$ cat src/pin_change_cfg.svh
/*
 Register offsets, field positions, reset values and widths of the pin-change block.
 Assumes a 32-bit Wishbone word per register, byte addresses.
*/
`ifndef PIN_CHANGE_CFG_SVH
`define PIN_CHANGE_CFG_SVH
`define PC_NUM_PINS 6
`define PC_ADR_RISE 4'h0
`define PC_ADR_FALL 4'h4
`define PC_ADR_FLAGS 4'h8
`define PC_ADR_CTRL 4'hc
`define PC_CTRL_MASTER_BIT 0
`define PC_CTRL_SUMMARY_BIT 1
`define PC_CTRL_SLEEP_BIT 2
`define PC_ENABLE_RESET 6'h00
`define PC_FLAGS_RESET 6'h00
`endif

$ cat src/pin_change_pkg.sv
/*
 Types shared by the pin-change block.
 Assumes the configuration header is on the include path.
*/
`include "pin_change_cfg.svh"
package pin_change_pkg;
  typedef logic [`PC_NUM_PINS-1:0] pin_vec_t;
  typedef struct packed {
    logic cyc;
    logic stb;
    logic we;
    logic [3:0] adr;
    logic [3:0] sel;
    logic [31:0] dat;
  } wb_req_t;
  typedef struct packed {
    logic ack;
    logic [31:0] dat;
  } wb_rsp_t;
  typedef enum logic [1:0] {
    BUS_IDLE,
    BUS_ACK
  } bus_state_t;
endpackage : pin_change_pkg

$ cat src/pin_change_irq.sv
/*
 Pin-change interrupt controller with a classic Wishbone register slave.
 Assumes pins are asynchronous, bus master on clk_i, synchronous reset.
*/
`timescale 1ns/100ps
`default_nettype none
`include "pin_change_cfg.svh"
module pin_change_irq #(
  parameter int NUM_PINS = `PC_NUM_PINS
) (
  input wire logic clk_i,
  input wire logic rst_i,
  input wire pin_change_pkg::wb_req_t wb_req_i,
  output pin_change_pkg::wb_rsp_t wb_rsp_o,
  input wire logic [NUM_PINS-1:0] port_pin_i,
  input wire logic sleep_i,
  output logic irq_o,
  output logic wake_o
);
  import pin_change_pkg::*;

  initial begin
    if (NUM_PINS < 1 || NUM_PINS > 8) $error("pin_change_irq: NUM_PINS must be 1..8");
  end

  ////////////////////////////////////////////////////////////////////////////
  logic [NUM_PINS-1:0] rise_det;
  logic [NUM_PINS-1:0] fall_det;

  pin_edge_detect #(
    .WIDTH(NUM_PINS)
  ) u_edge (
    .clk_i(clk_i),
    .rst_i(rst_i),
    .pin_i(port_pin_i),
    .rise_o(rise_det),
    .fall_o(fall_det)
  );

  ////////////////////////////////////////////////////////////////////////////
  logic [NUM_PINS-1:0] rise_en_ff;
  logic [NUM_PINS-1:0] fall_en_ff;
  logic [NUM_PINS-1:0] flags_ff;
  logic master_en_ff;
  logic irq_ff;
  logic wake_ff;
  bus_state_t bus_ff;
  logic [31:0] rdata_ff;
  logic [NUM_PINS-1:0] nxt_rise_en;
  logic [NUM_PINS-1:0] nxt_fall_en;
  logic [NUM_PINS-1:0] nxt_flags;
  logic nxt_master_en;
  logic nxt_irq;
  logic nxt_wake;
  bus_state_t nxt_bus;
  logic [31:0] nxt_rdata;
  logic [NUM_PINS-1:0] hit;
  logic summary;
  logic wr_take;
  logic rd_take;

  // Edge hit per pin; detection ignores master enable
  genvar g;
  for (g = 0; g < NUM_PINS; g++) begin : g_hit
    assign hit[g] = (rise_en_ff[g] & rise_det[g]) | (fall_en_ff[g] & fall_det[g]);
  end

  assign summary = |flags_ff;

  // Request taken in idle; ack follows one cycle later
  assign wr_take = (bus_ff == BUS_IDLE) & wb_req_i.cyc & wb_req_i.stb & wb_req_i.we;
  assign rd_take = (bus_ff == BUS_IDLE) & wb_req_i.cyc & wb_req_i.stb & ~wb_req_i.we;

  ////////////////////////////////////////////////////////////////////////////
  always_comb begin
    nxt_rise_en = rise_en_ff;
    nxt_fall_en = fall_en_ff;
    nxt_flags = flags_ff;
    nxt_master_en = master_en_ff;
    nxt_bus = bus_ff;
    nxt_rdata = rdata_ff;
    case (bus_ff)
      BUS_IDLE: begin
        if (wb_req_i.cyc && wb_req_i.stb) begin
          nxt_bus = BUS_ACK;
        end
      end
      BUS_ACK: begin
        nxt_bus = BUS_IDLE;
      end
      default: begin
        nxt_bus = BUS_IDLE;
      end
    endcase
    if (wr_take && wb_req_i.sel[0]) begin
      case (wb_req_i.adr)
        `PC_ADR_RISE: nxt_rise_en = wb_req_i.dat[NUM_PINS-1:0];
        `PC_ADR_FALL: nxt_fall_en = wb_req_i.dat[NUM_PINS-1:0];
        `PC_ADR_FLAGS: nxt_flags = flags_ff & wb_req_i.dat[NUM_PINS-1:0];
        `PC_ADR_CTRL: nxt_master_en = wb_req_i.dat[`PC_CTRL_MASTER_BIT];
        default: nxt_master_en = master_en_ff;
      endcase
    end
    // Set wins over a clearing write in the same cycle; sleep does not gate it
    nxt_flags = nxt_flags | hit;
    nxt_rdata = 32'h0000_0000;
    if (rd_take) begin
      case (wb_req_i.adr)
        `PC_ADR_RISE: nxt_rdata[NUM_PINS-1:0] = rise_en_ff;
        `PC_ADR_FALL: nxt_rdata[NUM_PINS-1:0] = fall_en_ff;
        `PC_ADR_FLAGS: nxt_rdata[NUM_PINS-1:0] = flags_ff;
        `PC_ADR_CTRL: begin
          nxt_rdata[`PC_CTRL_MASTER_BIT] = master_en_ff;
          nxt_rdata[`PC_CTRL_SUMMARY_BIT] = summary;
          nxt_rdata[`PC_CTRL_SLEEP_BIT] = sleep_i;
        end
        default: nxt_rdata = 32'h0000_0000;
      endcase
    end
    nxt_irq = master_en_ff & summary;
    nxt_wake = master_en_ff & summary & sleep_i;
  end

  always_ff @(posedge clk_i) begin
    if (rst_i) begin
      rise_en_ff <= NUM_PINS'(`PC_ENABLE_RESET);
      fall_en_ff <= NUM_PINS'(`PC_ENABLE_RESET);
      flags_ff <= NUM_PINS'(`PC_FLAGS_RESET);
      master_en_ff <= 1'b0;
      irq_ff <= 1'b0;
      wake_ff <= 1'b0;
      bus_ff <= BUS_IDLE;
      rdata_ff <= 32'h0000_0000;
    end else begin
      rise_en_ff <= nxt_rise_en;
      fall_en_ff <= nxt_fall_en;
      flags_ff <= nxt_flags;
      master_en_ff <= nxt_master_en;
      irq_ff <= nxt_irq;
      wake_ff <= nxt_wake;
      bus_ff <= nxt_bus;
      rdata_ff <= nxt_rdata;
    end
  end

  // Unmapped reads return zero, writes are dropped, ack always given
  assign wb_rsp_o.ack = (bus_ff == BUS_ACK);
  assign wb_rsp_o.dat = rdata_ff;
  assign irq_o = irq_ff;
  assign wake_o = wake_ff;
endmodule : pin_change_irq
`default_nettype wire

$ cat src/pin_edge_detect.sv
/*
 Per-pin synchroniser and edge detector.
 Assumes pins are asynchronous to clk_i.
*/
`timescale 1ns/100ps
`default_nettype none
module pin_edge_detect #(
  parameter int WIDTH = 6
) (
  input wire logic clk_i,
  input wire logic rst_i,
  input wire logic [WIDTH-1:0] pin_i,
  output logic [WIDTH-1:0] rise_o,
  output logic [WIDTH-1:0] fall_o
);
  logic [WIDTH-1:0] meta_ff;
  logic [WIDTH-1:0] sync_ff;
  logic [WIDTH-1:0] prev_ff;
  logic [WIDTH-1:0] nxt_meta;
  logic [WIDTH-1:0] nxt_sync;
  logic [WIDTH-1:0] nxt_prev;

  initial begin
    if (WIDTH < 1) $error("pin_edge_detect: WIDTH must be at least 1");
  end

  always_comb begin
    nxt_meta = pin_i;
    nxt_sync = meta_ff;
    nxt_prev = sync_ff;
  end

  always_ff @(posedge clk_i) begin
    if (rst_i) begin
      meta_ff <= '0;
      sync_ff <= '0;
      prev_ff <= '0;
    end else begin
      meta_ff <= nxt_meta;
      sync_ff <= nxt_sync;
      prev_ff <= nxt_prev;
    end
  end

  // Compare current and previous synchronised sample
  genvar g;
  for (g = 0; g < WIDTH; g++) begin : g_edge
    assign rise_o[g] = sync_ff[g] & ~prev_ff[g];
    assign fall_o[g] = ~sync_ff[g] & prev_ff[g];
  end
endmodule : pin_edge_detect
`default_nettype wire

$ cat config.mk
export PLATFORM = sky130hd
export DESIGN_NAME = pin_change_irq
export DESIGN_NICKNAME = d
export VERILOG_FILES = /design/src/pin_change_pkg.sv /design/src/pin_change_irq.sv /design/src/pin_edge_detect.sv
export VERILOG_INCLUDE_DIRS = /design/src
export SDC_FILE = /design/constraint.sdc
export NUM_CORES = 1
export LEC_CHECK = 0
export BUFFER_PORTS_ARGS = -buffer_cell sky130_fd_sc_hd__buf_2
export CORE_UTILIZATION = 31
export DETAILED_ROUTE_END_ITERATION = 10
export SETUP_SLACK_MARGIN = 0.05
export SLEW_MARGIN = 40
export SYNTH_ARGS = -nofsm -noshare
export SYNTH_HDL_FRONTEND = slang
export SYNTH_SLANG_ARGS = --single-unit
$ cat constraint.sdc
create_clock -name clk_i -period 1.5 [get_ports clk_i]
set_input_delay 0.075 -clock clk_i [delete_from_list [all_inputs] [get_ports clk_i]]
set_output_delay 0.075 -clock clk_i [all_outputs]
set_load 0.05 [all_outputs]
==> impl_summary.txt <==
----------------------------------------------------
[Critical path]
  Buffering stage count on the worst path with inverters included ... 0
  Slowest cell on crit path ... or4_4
  Type of element launching the critical path ... flop
  Longest individual stage delay on the worst path ... approximately 0.59 ns
  Critical Path Sink Type ... flop
  Class of the most critical setup path ... reg2reg
  Critical path depth in cells ... 3
  Worst reg2reg path depth ... 3
  Critical path data required time ... ~1.7 ns
  Cells traversed along the worst timing path ... nand3b_4 -> or4_4 -> o31a_1
  Maximum fanout along the worst path ... 6
  Register-to-register path setup slack ... 0.03 ns
  Crit path arrival time ... 1.65 ns
  Crit path max-delay family ... simple AND/OR/NAND/NOR gates

[Synth]
  Compound-gate portion of the synthesized area ... 8.554%
  Multiplexer share of the synthesized area ... 8.795%
  Largest family of logic cells by synthesized area ... simple AND/OR/NAND/NOR gates
  Number of storage elements in the synthesis netlist ... 46
  Simple-gate share of the synthesized area ... 25.66%
  Yosys synthesis warning count ... 0
  Post-synthesis area per instance ... roughly 9.8 sq um
  Cell type with the largest total area after synthesis ... dfxtp_1
  Synthesized-area fraction occupied by adder cells ... 0%
  Area share of the largest cell type after synthesis ... roughly 44%
  Xor and xnor fraction of the mapped netlist area ... 0%
  Sequential area share after synthesis ... 44.34%
  Post-synthesis cell area ... between 2000 and 2500 sq um
  Count of unique library cells instantiated by Yosys ... 32
  Leading cell types by total area after synthesis ... dfxtp_1 (44%), buf_4 (9.4%), mux2i_1 (7.7%)
  Mapped Cells ... ~210

[Placement]
  Worst slack after detailed placement ... 0.02318 ns
  HPWL after DPL ... slightly below 3000 um
  Count of port buffers added during placement ... 31
  DP Cell Count ... 317
  RePlAce Congestion ... 0.7806

[Global route]
  Total global-route track usage ... 11.74%
  Met1 usage ... about 14%
  Overflow left after global routing ... 0
  Global-route wire length before repair ... around 6400 um
  Largest net degree at the start of global routing ... 25
  Most crowded layer after global routing ... met2
  Met3 Resource Use GR ... 3.066%
  Initial antenna violation count ... 0
  GR Util met2 ... approximately a fifth
  Number of global-route vias before repair ... 1,401

[CTS]
  CTS root buf ... clkbuf_8
  CTS sink count ... 46
  TritonCTS clock tree ... built
  Depth of the CTS H-tree ... 2
  Number of clock buffers inserted by TritonCTS ... 5
  Number of buffers on the longest clock path ... 2
  Clock latency at the later pin of the worst-skew pair ... a little under 0.3 ns
  Clock transition at the register clock pins on the worst setup and hold paths after CTS ... around 0.080 ns

[Power and ir drop]
  Switching power as a share of total power ... approximately 26%
  Switching component of the power ... slightly above 600 uW
  Combinational group share of total power ... 12.6%
  Pwr Density ... 968.6 nW/um^2
  Part of the power in registers ... 52.8%
  Clock network power share ... between 30% and 40%
  Leakage Power ... 1.042 nW
  Internal power summed over all cells ... between 1.5 and 2 mW
  Maximum VDD drop ... 0.3910 mV
  Overall power ... between 2 and 2.5 mW

[Floorplan]
  Initial Utilization ... 32.34%
  Die height ... between 80 and 90 um
  Core region area ... approximately 6400 sq um
  Io pins ... 87
  Width of the die ... approximately 84 um
  Die area ... between 7000 and 8000 sq um
  Row cnt ... 29

[Final layout]
  End-of-flow core utilization ... between 30% and 40%
  Highest-count cells in the layout ignoring fill and taps ... dfxtp_1 (44), buf_2 (31), conb_1 (26)
  Antenna Diode Count ... 0
  Commonest non-fill, non-tap cell in the layout ... dfxtp_1
  Fraction of final layout cells with drive strength greater than 1 ... between 20 and 25%
  Count of placed standard cells in the final layout, fillers left out ... 332
  P&R area growth vs syn ... 17.47%
  Fillers ... around 660
  Net count of the finished layout ... approximately 310

[Job]
  Number of max-capacitance violations reported ... 0

[STA]
  Smallest setup slack after layout ... about 0.034 ns
  Hold Violations, Final ... 0
  Max Clock Freq ... 682.3 MHz
  Sum Neg Setup Slack ... 0 ns
  Clk_skew ... 0.003197 ns
  RSZ-0062 raised after global routing ... yes
  Share of the cycle needed by the critical path after routing ... approximately 98%
  Post-layout minimum cycle time ... ~1.5 ns
  Setup violations, final ... 0
  Final Max Tran Viols ... 0

[Hold path]
  Hold Path Depth ... 2
  Kind of path behind the tightest hold check ... in2reg

[Drt]
  Antenna Nets Post-Route ... 0
  Number of detailed-route iterations in the first pass ... 7
  Per-cell via count in the routed design ... between 4 and 5
  Detail-routed net length per standard cell ... between 10 and 15 um
  # DRC ... 6
  Via count of the routed design ... about 1,500
  Sum of routed wire length over all layers ... 3865 um
  DR iter-0 viols ... 50

[Status]
  Status ... finished, violations left
  Violations in the final reports ... DRC

----------------------------------------------------
[cell families (layout without fill, tap and decap cells)]
family	Yosys count	after routing
and+or+nand+nor	81	81
DFF	46	46
buffers and inverters	42	60
AOI/OAI and AO/OA	24	24
muxes	18	18
other	1	26
[stage by stage]
stage          hold slack [ns]  area (sq um)
6_report               0.01832          2440
5_1_grt                0.02015          2440
4_1_cts               0.001106          2431
3_5_place_dp            0.2925          2266
3_3_place_gp            0.2832          2266
2_1_floorplan           0.1967          2191
[routing by layer]
layer  wire [um]  vias up
met2        1735       40
met1        1877      675
met4          52        0
met5           0        -
li1            -      754
met3         199        5
[cell usage after synthesis]
master / count
nor2_1: 6
inv_1: 6
nor3_4: 1
nor2b_1: 20
o31a_1: 6
a22o_1: 1
a31oi_1: 6
or4b_1: 1
or2_1: 1
nand3_1: 2
a21oi_1: 5
clkbuf_1: 7
dfxtp_1: 46
mux2i_1: 16
or4_4: 1
a32oi_1: 2
and4bb_2: 1
conb_1: 1
and2_1: 1
buf_4: 26
or4b_2: 1
nand2b_1: 21
nand3b_1: 12
nand3b_4: 1
buf_2: 3
or4_1: 2
nor3b_1: 1
nand2_1: 7
a21bo_2: 1
a2bb2oi_1: 3
mux2_2: 2
nor4_1: 2
[final timing paths]
path / startpoint / endpoint
max: bus_ff[0] / flags_ff[5]
min: wb_req_i[4] / flags_ff[4]
max reg2reg: bus_ff[0] / flags_ff[5]
min reg2reg: u_edge.meta_ff[5] / u_edge.nxt_prev[5]
[cell type report]
type | count | area [sq um] | share of cell area (%)
Tap cell | 77 | 96.34 | 3.949
Sequential cell | 46 | 925.9 | 37.95
Inverter | 6 | 22.52 | 0.9231
Clock buffer | 8 | 101.3 | 4.154
Timing Repair Buffer | 46 | 299.0 | 12.26
Multi-Input combinational cell | 149 | 994.7 | 40.77
[power groups by stage]
stage,registers [mW],logic [mW],clock network [mW]
after CTS,1.25,0.299,0.846
after detailed placement,1.28,0.287,0
after floorplan,1.28,0.273,0
final,1.25,0.298,0.817
after global routing,1.25,0.317,0.904
after global placement,1.28,0.284,0
[registers in the layout (all words and copies together), names as in the netlist]
register         flops
flags_ff             6
irq_o                1
master_en_ff         1
bus_ff               1
rdata_ff             6
u_edge.meta_ff       6
wake_o               1
u_edge.nxt_prev      6
fall_en_ff           6
u_edge.prev_ff       6
rise_en_ff           6
[what timing repair did]
item                       CTS  global route
hold buffers                 6             0
resized for setup            1             1
setup endpoints to repair   10            13
buffers inserted             0             1
cloned                       0             0
pin swaps                    1             0
hold endpoints to repair     6             0
Note: power is estimated with default switching activity, not from simulation.
